**config.mk**
```make
export PLATFORM = sky130hd
export DESIGN_NAME = status_register_hierarchy
export DESIGN_NICKNAME = d
export VERILOG_FILES = /design/src/hw/sync_bits.v /design/src/hw/status_reg_set.v /design/src/hw/status_register_hierarchy.v
export VERILOG_INCLUDE_DIRS = /design/src /design/src/hw
export SDC_FILE = /design/constraint.sdc
export NUM_CORES = 2
export LEC_CHECK = 0
export BUFFER_PORTS_ARGS = -buffer_cell sky130_fd_sc_hd__buf_2
export CORE_AREA = 8 8 272 326
export DETAILED_ROUTE_END_ITERATION = 12
export DIE_AREA = 0 0 280 334
export PLACE_DENSITY_LB_ADDON = 0.15
export SLEW_MARGIN = 40
export SYNTH_ARGS = -nofsm -noshare
export SYNTH_HDL_FRONTEND = slang
export SYNTH_HIERARCHICAL = 1
export SYNTH_SLANG_ARGS = --single-unit
```
**constraint.sdc**
```tcl
create_clock -name clock -period 7 [get_ports clock]
set_input_delay 1.05 -clock clock [delete_from_list [all_inputs] [get_ports clock]]
set_output_delay 1.05 -clock clock [all_outputs]
set_load 0.005 [all_outputs]
```
**src/hw/status_consts.vh**
```
`ifndef STATUS_CONSTS_VH
`define STATUS_CONSTS_VH

// Width of every operation and questionable register.
`define REG_WIDTH            16
// Number of questionable detail register sets.
`define DETAIL_COUNT         6
// Integrity detail set index and its bit positions.
`define INTEGRITY_INDEX      3
`define AUTO_TRIG_TIMEOUT_BIT 10
`define INTEGRITY_SUM_BIT    9
// Status byte bit positions.
`define STB_ERROR_QUEUE_BIT  2
`define STB_QUES_BIT         3
`define STB_DATA_READY_BIT   4
`define STB_STD_EVENT_BIT    5
`define STB_MASTER_BIT       6
`define STB_OPER_BIT         7
// Operation bit that never reports status.
`define OPER_UNUSED_BIT      15
// Reset values of the filter and enable registers.
`define RISE_FILTER_RESET    16'hFFFF
`define FALL_FILTER_RESET    16'h0000
`define ENABLE_RESET         16'h0000
`define INTEGRITY_ENABLE_RESET 16'hFFFF
`define SRQ_ENABLE_RESET     8'h00
`define STD_ENABLE_RESET     8'h00
// Operation-complete query answer value.
`define OPC_ANSWER           8'h01

`endif

```
**src/hw/sync_bits.v**
```verilog
// Two flip-flop synchroniser for a bundle of independent level signals.
module sync_bits #(
  parameter WIDTH = 16
) (
  // Clock and reset.
  input  wire             clock,
  input  wire             rst,
  // Data.
  input  wire [WIDTH-1:0] async_in,
  output reg  [WIDTH-1:0] sync_out
);

  reg [WIDTH-1:0] stage_one;

  // The first stage is read only by the second stage.
  always @(posedge clock) begin
    if (rst) begin
      stage_one <= {WIDTH{1'b0}};
      sync_out  <= {WIDTH{1'b0}};
    end else begin
      stage_one <= async_in;
      sync_out  <= stage_one;
    end
  end

endmodule // sync_bits

```
**src/hw/status_reg_set.v**
```verilog
`include "status_consts.vh"

// One register set: condition, two transition filters, sticky event,
// event enable and a registered summary.
module status_reg_set #(
  parameter WIDTH       = 16,
  parameter ENABLE_INIT = 16'h0000,
  parameter UNUSED_MASK = 16'h0000
) (
  // Clock and reset.
  input  wire             clock,
  input  wire             rst,
  // Live conditions, already on this clock.
  input  wire [WIDTH-1:0] cond_in,
  // Software writes, one-cycle strobes.
  input  wire             wr_rise,
  input  wire             wr_fall,
  input  wire             wr_enable,
  input  wire [WIDTH-1:0] wr_data,
  // Event read, global clear and preset.
  input  wire             rd_event,
  input  wire             clear_all,
  input  wire             preset,
  // Visible state.
  output wire [WIDTH-1:0] condition,
  output reg  [WIDTH-1:0] rise_filter,
  output reg  [WIDTH-1:0] fall_filter,
  output reg  [WIDTH-1:0] enable,
  output reg  [WIDTH-1:0] event_bits,
  output reg  [WIDTH-1:0] event_read,
  output reg              summary
);

  reg  [WIDTH-1:0] cond_prev;
  wire [WIDTH-1:0] set_bits;
  wire [WIDTH-1:0] next_event;

  // Condition is the live input with unused bits forced low.
  assign condition = cond_in & ~UNUSED_MASK;

  // Edges gated by the filters; both filters clear means never set.
  assign set_bits = (condition & ~cond_prev & rise_filter)
                  | (~condition & cond_prev & fall_filter);

  // A new event in the clearing cycle survives the clear.
  assign next_event = ((rd_event | clear_all) ? {WIDTH{1'b0}} : event_bits)
                    | set_bits;

  // Filter writes are bit weighted, stored verbatim; enable writes drop the unused bits.
  always @(posedge clock) begin
    if (rst) begin
      rise_filter <= `RISE_FILTER_RESET;
      fall_filter <= `FALL_FILTER_RESET;
      enable      <= ENABLE_INIT;
      cond_prev   <= {WIDTH{1'b0}};
      event_bits  <= {WIDTH{1'b0}};
      event_read  <= {WIDTH{1'b0}};
      summary     <= 1'b0;
    end else begin
      if (wr_rise)
        rise_filter <= wr_data;
      if (wr_fall)
        fall_filter <= wr_data;
      if (wr_enable)
        enable <= wr_data & ~UNUSED_MASK;
      // Preset restores the power-up filters and mask; the sticky events
      // are cleared through clear_all in the same cycle.
      if (preset) begin
        rise_filter <= `RISE_FILTER_RESET;
        fall_filter <= `FALL_FILTER_RESET;
        enable      <= ENABLE_INIT;
      end
      cond_prev  <= condition;
      event_bits <= next_event & ~UNUSED_MASK;
      if (rd_event)
        event_read <= event_bits;
      summary <= |(event_bits & enable & ~UNUSED_MASK);
    end
  end

endmodule // status_reg_set

```
**src/hw/status_register_hierarchy.v**
```verilog
`include "status_consts.vh"

// Notes on behaviour
// - Condition bits mirror live inputs each cycle.
// - Rising edge with rise filter sets event.
// - Falling edge with fall filter sets event.
// - Event bits stay set until cleared.
// - Event read, clear-status, preset clear events.
// - Summary is OR of enabled event bits.
// - Detail summaries feed questionable; it feeds byte.
// - Questionable summary at status byte bit three.
// - Operation set has only live inputs.
// - Preset: rise filters ones, fall filters zeros.
// - Both filters zero never sets event.
// - Auto-trigger timeout bit 10 feeds bit 9.
// - Integrity detail enable defaults all ones.
// - Operation bit 15 always zero.
// - Writes store bit-weighted values exactly, except masked unused bits and request enable bit 6.
// - Clear-status empties error queue, clears events.
// - Standard event read clears; status read does not.
// - Completion query waits idle, answers one.
// - Power-on clear flag clears two enables.
// - Status accesses run strictly in order.
// - Status byte bit layout as documented.
// - Request-service set on rise, poll clears.
// - Service request enable clears to zero at power-on clear.
module status_register_hierarchy #(
  parameter WIDTH   = `REG_WIDTH,
  parameter DETAILS = `DETAIL_COUNT
) (
  // Clock and reset; power_on marks a power-up reset.
  input  wire                     clock,
  input  wire                     rst,
  input  wire                     power_on,
  // Live instrument conditions from pins.
  input  wire [WIDTH-1:0]         oper_cond_pin,
  input  wire [DETAILS*WIDTH-1:0] detail_cond_pin,
  input  wire [WIDTH-1:0]         ques_cond_pin,
  input  wire                     auto_trig_timeout_pin,
  // Neighbouring status sources on this clock.
  input  wire                     error_queue_not_empty,
  input  wire                     output_data_ready,
  input  wire                     std_event_summary,
  input  wire                     ops_pending,
  // Command port: one-cycle strobe with register select and data.
  input  wire                     cmd_valid,
  input  wire [3:0]               cmd_code,
  input  wire [3:0]               cmd_set,
  input  wire [WIDTH-1:0]         cmd_data,
  input  wire                     psc_value,
  // Command handshake and answer.
  output wire                     cmd_ready,
  output reg                      resp_valid,
  output reg  [WIDTH-1:0]         resp_data,
  // Status outputs.
  output reg  [7:0]               status_byte,
  output reg  [7:0]               srq_enable,
  output reg  [7:0]               std_enable,
  output reg                      power_on_clear,
  output reg                      request_service_bit,
  output wire                     master_summary_bit,
  output reg                      clear_error_queue
);

  ////////////////////////////////////////////////////////////////////////
  // Command codes, set selects and states.
  // Codes outside this list are taken and answered with zero.
  localparam [3:0] CMD_RD_COND   = 4'h0;
  localparam [3:0] CMD_RD_EVENT  = 4'h1;
  localparam [3:0] CMD_WR_RISE   = 4'h2;
  localparam [3:0] CMD_WR_FALL   = 4'h3;
  localparam [3:0] CMD_WR_ENABLE = 4'h4;
  localparam [3:0] CMD_CLS       = 4'h5;
  localparam [3:0] CMD_RD_STB    = 4'h6;
  localparam [3:0] CMD_POLL      = 4'h7;
  localparam [3:0] CMD_WR_SRE    = 4'h8;
  localparam [3:0] CMD_WR_ESE    = 4'h9;
  localparam [3:0] CMD_OPC_Q     = 4'hA;
  localparam [3:0] CMD_WR_PSC    = 4'hB;
  localparam [3:0] CMD_PRESET    = 4'hC;
  // Selects of the operation and top questionable sets.
  localparam [3:0] SET_OPER      = 4'h6;
  localparam [3:0] SET_QUES      = 4'h7;
  // Sequencer states.
  localparam [1:0] ST_IDLE       = 2'd0;
  localparam [1:0] ST_EXEC       = 2'd1;
  localparam [1:0] ST_WAIT_OPC   = 2'd2;
  localparam [1:0] ST_ANSWER     = 2'd3;
  // Details first, then the operation set, then the top questionable set.
  localparam NSETS = DETAILS + 2;

  ////////////////////////////////////////////////////////////////////////
  // Synchronised pins.
  // Each bit is synchronised on its own, so a change on several pins in
  // one cycle may land over two cycles; the event logic sees that as two
  // separate transitions, which is harmless for sticky event bits.
  wire [WIDTH-1:0]         oper_cond;
  wire [DETAILS*WIDTH-1:0] detail_cond_s;
  wire [WIDTH-1:0]         ques_cond_s;
  wire                     timeout_s;

  // Operation pins.
  sync_bits #(.WIDTH(WIDTH)) u_sync_oper (
    .clock    (clock),
    .rst      (rst),
    .async_in (oper_cond_pin),
    .sync_out (oper_cond)
  );

  // Detail, questionable and timeout pins share one synchroniser.
  sync_bits #(.WIDTH(DETAILS*WIDTH+WIDTH+1)) u_sync_ques (
    .clock    (clock),
    .rst      (rst),
    .async_in ({auto_trig_timeout_pin, ques_cond_pin, detail_cond_pin}),
    .sync_out ({timeout_s, ques_cond_s, detail_cond_s})
  );

  ////////////////////////////////////////////////////////////////////////
  // Latched command and strobes to the register sets.
  reg  [1:0]       state;
  reg  [1:0]       next_state;
  reg  [3:0]       code;
  reg  [3:0]       sel;
  reg  [WIDTH-1:0] data;
  reg              preset_pulse;
  reg              psc_hold;
  // Clear status acts in its execute cycle; preset acts one edge later,
  // together with the filter and enable restore in every set.
  wire             exec = (state == ST_EXEC);
  wire             clear_all = rst | preset_pulse |
                               (exec && code == CMD_CLS);

  // Decodes a set-targeted strobe for register set index k.
  // A select that names no set produces no strobe at all.
  function strobe;
    input [3:0] want;
    input [3:0] have;
    input [3:0] which;
    input integer k;
    begin
      strobe = (want == have) && (which == k[3:0]);
    end
  endfunction

  // Flattened views of every set, set k at bits k*WIDTH.
  wire [NSETS*WIDTH-1:0] cond_all;
  wire [NSETS*WIDTH-1:0] event_all;
  wire [NSETS*WIDTH-1:0] read_all;
  wire [NSETS*WIDTH-1:0] rise_all;
  wire [NSETS*WIDTH-1:0] fall_all;
  wire [NSETS*WIDTH-1:0] en_all;
  wire [NSETS-1:0]       sum_all;
  wire [WIDTH-1:0]       ques_in;
  wire [DETAILS*WIDTH-1:0] detail_cond;

  // The integrity detail set carries the auto-trigger timeout at bit 10.
  // It is ORed in, so a detail pin wired to the same bit still reports.
  assign detail_cond = detail_cond_s |
    ({{(DETAILS*WIDTH-1){1'b0}}, timeout_s}
      << (`INTEGRITY_INDEX*WIDTH + `AUTO_TRIG_TIMEOUT_BIT));

  // Questionable bits not taken by a detail summary show the live pins.
  // Detail summaries occupy the low questionable bits; the integrity
  // detail sits on bit 9.
  function [WIDTH-1:0] place_details;
    input [DETAILS-1:0] s;
    input [WIDTH-1:0]   live;
    integer i;
    begin
      place_details = live;
      for (i = 0; i < DETAILS; i = i + 1)
        if (i == `INTEGRITY_INDEX)
          place_details[`INTEGRITY_SUM_BIT] = s[i];
        else
          place_details[i] = s[i];
    end
  endfunction

  assign ques_in = place_details(sum_all[DETAILS-1:0], ques_cond_s);

  ////////////////////////////////////////////////////////////////////////
  // Register sets: details 0..DETAILS-1, then operation, then top level.
  // cmd_set uses this same numbering. The operation set masks bit 15 in
  // condition, event and enable, so it can never reach the summary.
  genvar g;
  generate
    for (g = 0; g < NSETS; g = g + 1) begin : sets
      status_reg_set #(
        .WIDTH       (WIDTH),
        .ENABLE_INIT ((g == `INTEGRITY_INDEX) ? `INTEGRITY_ENABLE_RESET
                                               : `ENABLE_RESET),
        .UNUSED_MASK ((g == DETAILS) ? (16'h0001 << `OPER_UNUSED_BIT)
                                      : 16'h0000)
      ) u_set (
        .clock       (clock),
        .rst         (rst),
        .cond_in     ((g < DETAILS) ? detail_cond[g*WIDTH +: WIDTH] :
                      (g == DETAILS) ? oper_cond : ques_in),
        .wr_rise     (exec && strobe(code, CMD_WR_RISE, sel, g)),
        .wr_fall     (exec && strobe(code, CMD_WR_FALL, sel, g)),
        .wr_enable   (exec && strobe(code, CMD_WR_ENABLE, sel, g)),
        .wr_data     (data),
        .rd_event    (exec && strobe(code, CMD_RD_EVENT, sel, g)),
        .clear_all   (clear_all),
        .preset      (preset_pulse),
        .condition   (cond_all[g*WIDTH +: WIDTH]),
        .rise_filter (rise_all[g*WIDTH +: WIDTH]),
        .fall_filter (fall_all[g*WIDTH +: WIDTH]),
        .enable      (en_all[g*WIDTH +: WIDTH]),
        .event_bits  (event_all[g*WIDTH +: WIDTH]),
        .event_read  (read_all[g*WIDTH +: WIDTH]),
        .summary     (sum_all[g])
      );
    end
  endgenerate

  ////////////////////////////////////////////////////////////////////////
  // Status byte, master summary and request service.
  // A status byte read shows bit 6 as the master summary; the poll
  // answer puts the request bit there instead and clears it. Bit 6 of
  // the request enable is never stored, as the master summary would
  // otherwise feed itself.
  wire [7:0] stb_live;
  reg        prev_enabled;
  wire       enabled_any;

  // Live status byte: operation, master slot, standard event, data ready,
  // questionable, error queue, and two bits that always read zero.
  assign stb_live = {sum_all[DETAILS], 1'b0, std_event_summary,
                     output_data_ready, sum_all[DETAILS+1],
                     error_queue_not_empty, 2'b00};
  assign enabled_any = |(stb_live & srq_enable);
  assign master_summary_bit = enabled_any;

  // Only a fresh rise of an enabled summary raises a request; a
  // pending request is not re-armed until the poll reads it.
  always @(posedge clock) begin
    if (rst) begin
      status_byte         <= 8'h00;
      prev_enabled        <= 1'b0;
      request_service_bit <= 1'b0;
    end else begin
      status_byte  <= stb_live | ({7'h00, enabled_any}
                                  << `STB_MASTER_BIT);
      prev_enabled <= enabled_any;
      if (enabled_any && !prev_enabled)
        request_service_bit <= 1'b1;
      else if (exec && code == CMD_POLL)
        request_service_bit <= 1'b0;
    end
  end

  ////////////////////////////////////////////////////////////////////////
  // Command sequencer: one command at a time, in order.
  // Walk: take in idle, act in execute, pass the answer state, then show
  // the valid pulse while already idle, so the next command may be taken
  // in the very cycle the answer is shown. A completion query parks in
  // its wait state and refuses every other command meanwhile.
  assign cmd_ready = (state == ST_IDLE);

  // Next state; only the idle state looks at cmd_valid.
  always @* begin
    case (state)
      ST_IDLE:     next_state = cmd_valid ? ST_EXEC : ST_IDLE;
      ST_EXEC:     next_state = (code == CMD_OPC_Q) ? ST_WAIT_OPC
                                                    : ST_ANSWER;
      ST_WAIT_OPC: next_state = ops_pending ? ST_WAIT_OPC
                                            : ST_ANSWER;
      ST_ANSWER:   next_state = ST_IDLE;
      default:     next_state = ST_IDLE;
    endcase
  end

  // Reads answer from the values sampled in the execute cycle.
  // Filter and enable writes therefore answer the value they replace, since the write
  // lands on the same edge that captures the answer.
  always @(posedge clock) begin
    if (rst) begin
      state             <= ST_IDLE;
      code              <= 4'h0;
      sel               <= 4'h0;
      data              <= {WIDTH{1'b0}};
      resp_valid        <= 1'b0;
      resp_data         <= {WIDTH{1'b0}};
      psc_hold          <= 1'b0;
      preset_pulse      <= 1'b0;
      clear_error_queue <= 1'b0;
    end else begin
      state             <= next_state;
      resp_valid        <= 1'b0;
      preset_pulse      <= 1'b0;
      clear_error_queue <= 1'b0;
      if (cmd_ready && cmd_valid) begin
        code <= cmd_code;
        sel  <= cmd_set;
        data <= cmd_data;
        psc_hold <= psc_value;
      end
      if (exec) begin
        case (code)
          CMD_RD_COND:  resp_data <= cond_all[sel*WIDTH +: WIDTH];
          CMD_RD_EVENT: resp_data <= event_all[sel*WIDTH +: WIDTH];
          CMD_WR_RISE:  resp_data <= rise_all[sel*WIDTH +: WIDTH];
          CMD_WR_FALL:  resp_data <= fall_all[sel*WIDTH +: WIDTH];
          CMD_WR_ENABLE: resp_data <= en_all[sel*WIDTH +: WIDTH];
          CMD_RD_STB:   resp_data <= {8'h00, status_byte};
          CMD_POLL:     resp_data <= {8'h00, status_byte[7],
                                      request_service_bit,
                                      status_byte[5:0]};
          CMD_CLS:      clear_error_queue <= 1'b1;
          CMD_PRESET:   preset_pulse <= 1'b1;
          default:      resp_data <= {WIDTH{1'b0}};
        endcase
      end
      // A select past the last set answers zero, not an unknown.
      if (exec && code <= CMD_WR_ENABLE && sel >= NSETS)
        resp_data <= {WIDTH{1'b0}};
      if (state == ST_WAIT_OPC && !ops_pending)
        resp_data <= {8'h00, `OPC_ANSWER};
      if (state == ST_ANSWER)
        resp_valid <= 1'b1;
    end
  end

  ////////////////////////////////////////////////////////////////////////
  // Common enables; kept across a plain reset unless cleared at power on.
  // The clear flag is a stored setting, so no reset ever changes it; it
  // and both enables are unknown until first written or cleared.
  always @(posedge clock) begin
    if (rst) begin
      if (power_on && power_on_clear) begin
        srq_enable <= `SRQ_ENABLE_RESET;
        std_enable <= `STD_ENABLE_RESET;
      end
    end else if (exec) begin
      if (code == CMD_WR_SRE)
        srq_enable <= data[7:0] & ~(8'h01 << `STB_MASTER_BIT);
      if (code == CMD_WR_ESE)
        std_enable <= data[7:0];
      if (code == CMD_WR_PSC)
        power_on_clear <= psc_hold;
    end
  end

endmodule // status_register_hierarchy

```
# After elaboration in Yosys (flattened, before gate mapping)
# Cells that the tools add are included.
dict set report totals {
  rom_bits 0
  ff_bits 974
  output_inout_bits 46
  ram_bits 0
  latch_bits 0
  memories 0
  word_cells 315
  inputBits 162
}
dict set report classes {
  mul 0
  addsub 0
  n_reduce_logical 100
  n_eq_ne 24
  n_lt_le_gt_ge 2
  mux 28
  shift 5
  n_bitwise 88
  div_mod_pow 0
}
# cell count
set op_table {}
lappend op_table {{variable part select 128 x 9 -> 16 bit} 5}
lappend op_table {{bitwise AND 16 bit} 35}
lappend op_table {{NOT 16 bit} 14}
lappend op_table {{bitwise OR 16 bit} 14}
lappend op_table {{case mux 16 bit (8 select lines)} 1}
lappend op_table {{two-way mux 16 bit} 7}
lappend op_table {{OR reduction 16 bit} 7}
lappend op_table {{bitwise OR 96 x 59 -> 96 bit} 1}
lappend op_table {{bitwise AND 15 bit} 5}
lappend op_table {{logical AND 1 bit} 72}
lappend op_table {{two-way mux 8 bit} 7}
lappend op_table {{== test 4 x 3 -> 1 bit (second input constant)} 8}
lappend op_table {{NOT 15 bit} 2}
lappend op_table {{bitwise OR 15 bit} 2}
lappend op_table {{== test 4 bit (second input constant)} 5}
lappend op_table {{== test 4 x 2 -> 1 bit (second input constant)} 4}
lappend op_table {{two-way mux 15 bit} 1}
lappend op_table {{OR reduction 15 bit} 1}
lappend op_table {{two-way mux 1 bit} 11}
lappend op_table {{bitwise OR 1 bit} 10}
lappend op_table {{AND reduction 3 bit} 3}
lappend op_table {{bitwise AND 8 bit} 1}
lappend op_table {{== test 4 x 1 -> 1 bit (second input constant)} 2}
lappend op_table {{logical NOT 4 bit} 2}
lappend op_table {{other kinds (17)} 27}

# Depth between registers and ports, before layout
dict set report depth {
  depth_word 6
  depth_mapped 11
  ltp_nobuf 8
}

# Modules after synthesis
# The synthesis kept the hierarchy.
# mod area_each_um2 instances cells_each
set modules_own_cells {}
lappend modules_own_cells {{status_reg_set (sets[0].u_set ...)} 3724.8 6 369}
lappend modules_own_cells {status_register_hierarchy 7636.1 1 990}
lappend modules_own_cells {{sync_bits (u_sync_ques)} 6369.9 1 477}
lappend modules_own_cells {{status_reg_set (sets[3].u_set)} 3721.1 1 369}
lappend modules_own_cells {{status_reg_set (sets[6].u_set)} 3707.3 1 343}
lappend modules_own_cells {{sync_bits (u_sync_oper)} 863.3 1 67}

# Worst setup path after synthesis
# No wires, ideal clock.
dict set report synth_timing {
  path_type {input to register}
  start {input port rst}
  end {register sets[6].u_set.event_bits[4]}
  required_time_ps 6879
  arrival_ps 2926
  cell_stages 6
  path_slack_ps 3953
  path_cell_list {clkbuf_1 a311o_1 nor2_8 buf_12 a32oi_2 a21oi_2}
}
dict set report synth_via {
  elab_chain_cells 5
}
# element line
set synth_rtl {}
lappend synth_rtl {{start, declared} status_register_hierarchy.v:33} ;# input wire rst,
lappend synth_rtl {{bitwise OR 1 bit (2 in series)} status_register_hierarchy.v:130} ;# wire clear_all = rst | preset_pulse |
lappend synth_rtl {{via clear_all} status_register_hierarchy.v:130}
lappend synth_rtl {{bitwise OR 1 bit} status_reg_set.v:46} ;# assign next_event = ((rd_event | clear_all) ? {WIDTH{1'b0}} : event_bits)
lappend synth_rtl {{two-way mux 15 bit} status_reg_set.v:46}
lappend synth_rtl {{bitwise OR 15 bit} status_reg_set.v:47} ;# | set_bits;
lappend synth_rtl {{end signal, assigned} status_reg_set.v:56} ;# event_bits <= {WIDTH{1'b0}};
lappend synth_rtl {{end signal, assigned} status_reg_set.v:74} ;# event_bits <= next_event & ~UNUSED_MASK;
lappend synth_rtl {{end, declared} status_reg_set.v:29} ;# output reg [WIDTH-1:0] event_bits,
# The timed path passes the listed nets, and every way through them passes these cells.
# A chain may end at the register's enable or synchronous reset.

# Worst setup path in the final report
dict set report layout_timing {
  start {register code[2]}
  end {register resp_data[1]}
}
dict set report layout_via {
  elab_chain_cells 4
  word_cells_on_any_way 17
  classes_between {order compare (1); eq/ne (8); mux (1); bitwise (1); reduce/logical (6)}
}
# element line
set layout_rtl {}
lappend layout_rtl {{start, declared} status_register_hierarchy.v:122} ;# reg [3:0] code;
lappend layout_rtl {{start signal, assigned} status_register_hierarchy.v:294} ;# code <= cmd_code;
lappend layout_rtl {{less-or-equal comparator 4 x 3 -> 1 bit (tied with other cells)} status_register_hierarchy.v:316} ;# if (exec && code <= CMD_WR_ENABLE && sel >= NSETS)
lappend layout_rtl {{logical AND 1 bit or OR reduction 2 bit (tied branches)} -}
lappend layout_rtl {{logical AND 1 bit or NOT 1 bit (tied branches)} -}
lappend layout_rtl {{OR reduction 3 bit (no line) or AND reduction 2 bit (tied branches)} -}
lappend layout_rtl {{end signal, assigned} status_register_hierarchy.v:312} ;# default: resp_data <= {WIDTH{1'b0}};
lappend layout_rtl {{end signal, assigned} status_register_hierarchy.v:317} ;# resp_data <= {WIDTH{1'b0}};
lappend layout_rtl {{end signal, assigned} status_register_hierarchy.v:319} ;# resp_data <= {8'h00, `OPC_ANSWER};
lappend layout_rtl {{end, declared} status_register_hierarchy.v:54} ;# output reg [WIDTH-1:0] resp_data,
# Parallel ways exist; a longest one is shown, timed or not.

==> reports/qor.csv <==
metric,value,unit
slowest_delay,0.66,ns
arrival,4.60,ns
nNetsFinal,4164,
grt_use_total,0.2740,
insertion_delay,0.67,ns
grt_max_degree,107,
final-setup-viol-count,0,
gp_congestion,0.9394,
crit_family,compound AO/OA/AOI/OAI gates,
ant_nets,0,
cp.buffers_inverters,2,
grt_setup_unrepaired,false,
dp_slack,3.195,ns
final-hold-violation-count,0,
cts_buffer_depth,3,
worst_pin_slew,0.9113,ns
netlist_area,39860,sq um
cts.hold.buffers_added,0,
critPathLaunch,code[2]$_SDFFE_PP0P_,
critPathLaunchType,register,
period_needed,3.994,ns
post_cts_buffers,0,
drc_errors,0,
yosys_warnings,6,
die_w,280,um
critPathKind,register to register,
die-area,93520,sq um
crit_chain,"buf_4, nor2b_4, buf_4, a22oi_1, o21ai_0, nand4_1, a21oi_1, a211o_1",
synth_cells,4034,
wirelength,133100,um
drt_iter0_drc,3025,
r2r-end,resp_data[1]$_SDFFE_PP0P_,
end_kind,register,
grt.overflow.total,0,
firstDrtPassIters,9,
finalMaxSlewViolations,0,
cap_violations,0,
area_delta_synth_final,10.14,%
dieHeight,334,um
ff2ff_setup_slack,3.01,ns
final_common_cell,dfxtp_1,
antenna_found_initial,3,
grt_pass1_vias,28750,
cts.repair.resized,0,
final_cell_mix,"926 x dfxtp_1, 407 x mux2i_1, 343 x nand2_1",
drive_above_1_share,0.1788,
htree_levels,3,
reg2reg_depth,8,
max-slew-margin-rel,0.3925,
hold_start,psc_hold$_SDFFE_PP0P_,
start_util,0.4793,
ir_drop,0.0002023,V
outcome,"complete, no violations",
critPathSlowestCell,nor2b_4,
cp_num_cells,8,
cts_tree,done,
crit_fanout,26,
antenna_cells,0,
viasPerCell,5.824,
io_pins,208,
cts.sinks,958,
coreArea,83160,sq um
clkTransAtPathRegs,0.06,ns
cp.required,7.61,ns
worst_slack,3.006,ns
cellLeakagePower,15.20,nW
reg2reg_from,code[2]$_SDFFE_PP0P_,
num_vias,30280,
cts_root_buf,clkbuf_16,
wl_per_cell,25.61,um
power_density,283.6,nW/um^2
cp-endpoint,resp_data[1]$_SDFFE_PP0P_,
placementRows,116,
cpMostUsedCell,buf_4,
fmax,250.4,MHz
port-buffer-count,197,
syn_area_per_cell,9.881,sq um
fin_setup_tns,0,ns
hold_path_class,register to register,
numCtsBuffers,96,
period_share,0.5705,
skew,0.02032,ns
place_hpwl,85950,um
grt_pass1_wl,193000,um
-- routing by layer --
metal	share of wire	up-vias	global-route usage
met5	0.000098	-	0
met4	0.074	2	0.1858
met3	0.071	371	0.04397
met2	0.45	1436	0.4338
met1	0.40	14600	0.3416
li1	-	13880	-
-- report_power, final --
part	internal, mW	switching (mW)	total (mW)
Sequential	5.61	0.213	5.82
Combinational	0.356	0.721	1.08
Clock	3.33	2.22	5.55
-- metrics by stage --
stage / hold slack, ns / util / std cells / area (sq um) / power, mW
detailed placement: 0.4201 / 0.4854 / 5017 / 40370 / 6.984
CTS: 0.4310 / 0.5267 / 5195 / 43800 / 12.50
finish: 0.4235 / 0.5279 / 5199 / 43900 / 12.45
global placement: 0.4184 / 0.4831 / 5012 / 40170 / 6.965
floorplan: 0.4081 / - / 4038 / 39870 / 6.508
global route: 0.4384 / 0.5279 / 5199 / 43900 / 12.83
-- sequential cells by signal, summed over array words and instances (netlist names), 16 cells and up --
register                cells
sets.u_set/event_bits     127
sets.u_set/fall_filter    128
sets.u_set/cond_prev      127
u_sync_ques/stage_one     107
u_sync_ques/sync_out      107
sets.u_set/rise_filter    128
sets.u_set/enable         127
data                       16
resp_data                  16
-- worst min path at each step --
stage	endpoint	slack, ns	cells after the start
global route	power_on_clear$_DFFE_PP_	0.44	0
CTS	u_sync_oper/sync_out[9]$_SDFF_PP0_	0.43	1
finish	power_on_clear$_DFFE_PP_	0.42	0
detailed placement	u_sync_ques/sync_out[11]$_SDFF_PP0_	0.42	1
global placement	u_sync_ques/sync_out[86]$_SDFF_PP0_	0.42	1
floorplan	power_on_clear$_DFFE_PP_	0.41	0
-- final cells by class --
cell class,count,area [sq um]
repair buffers,280,1793
inverters,22,82.58
well taps,1121,1403
flip-flops and latches,958,19370
clock inverters,47,619.3
multi-input cells,2640,17820
clock buffers,131,2810
fillers,7619,39270
Power figures use the tool's default switching activity.
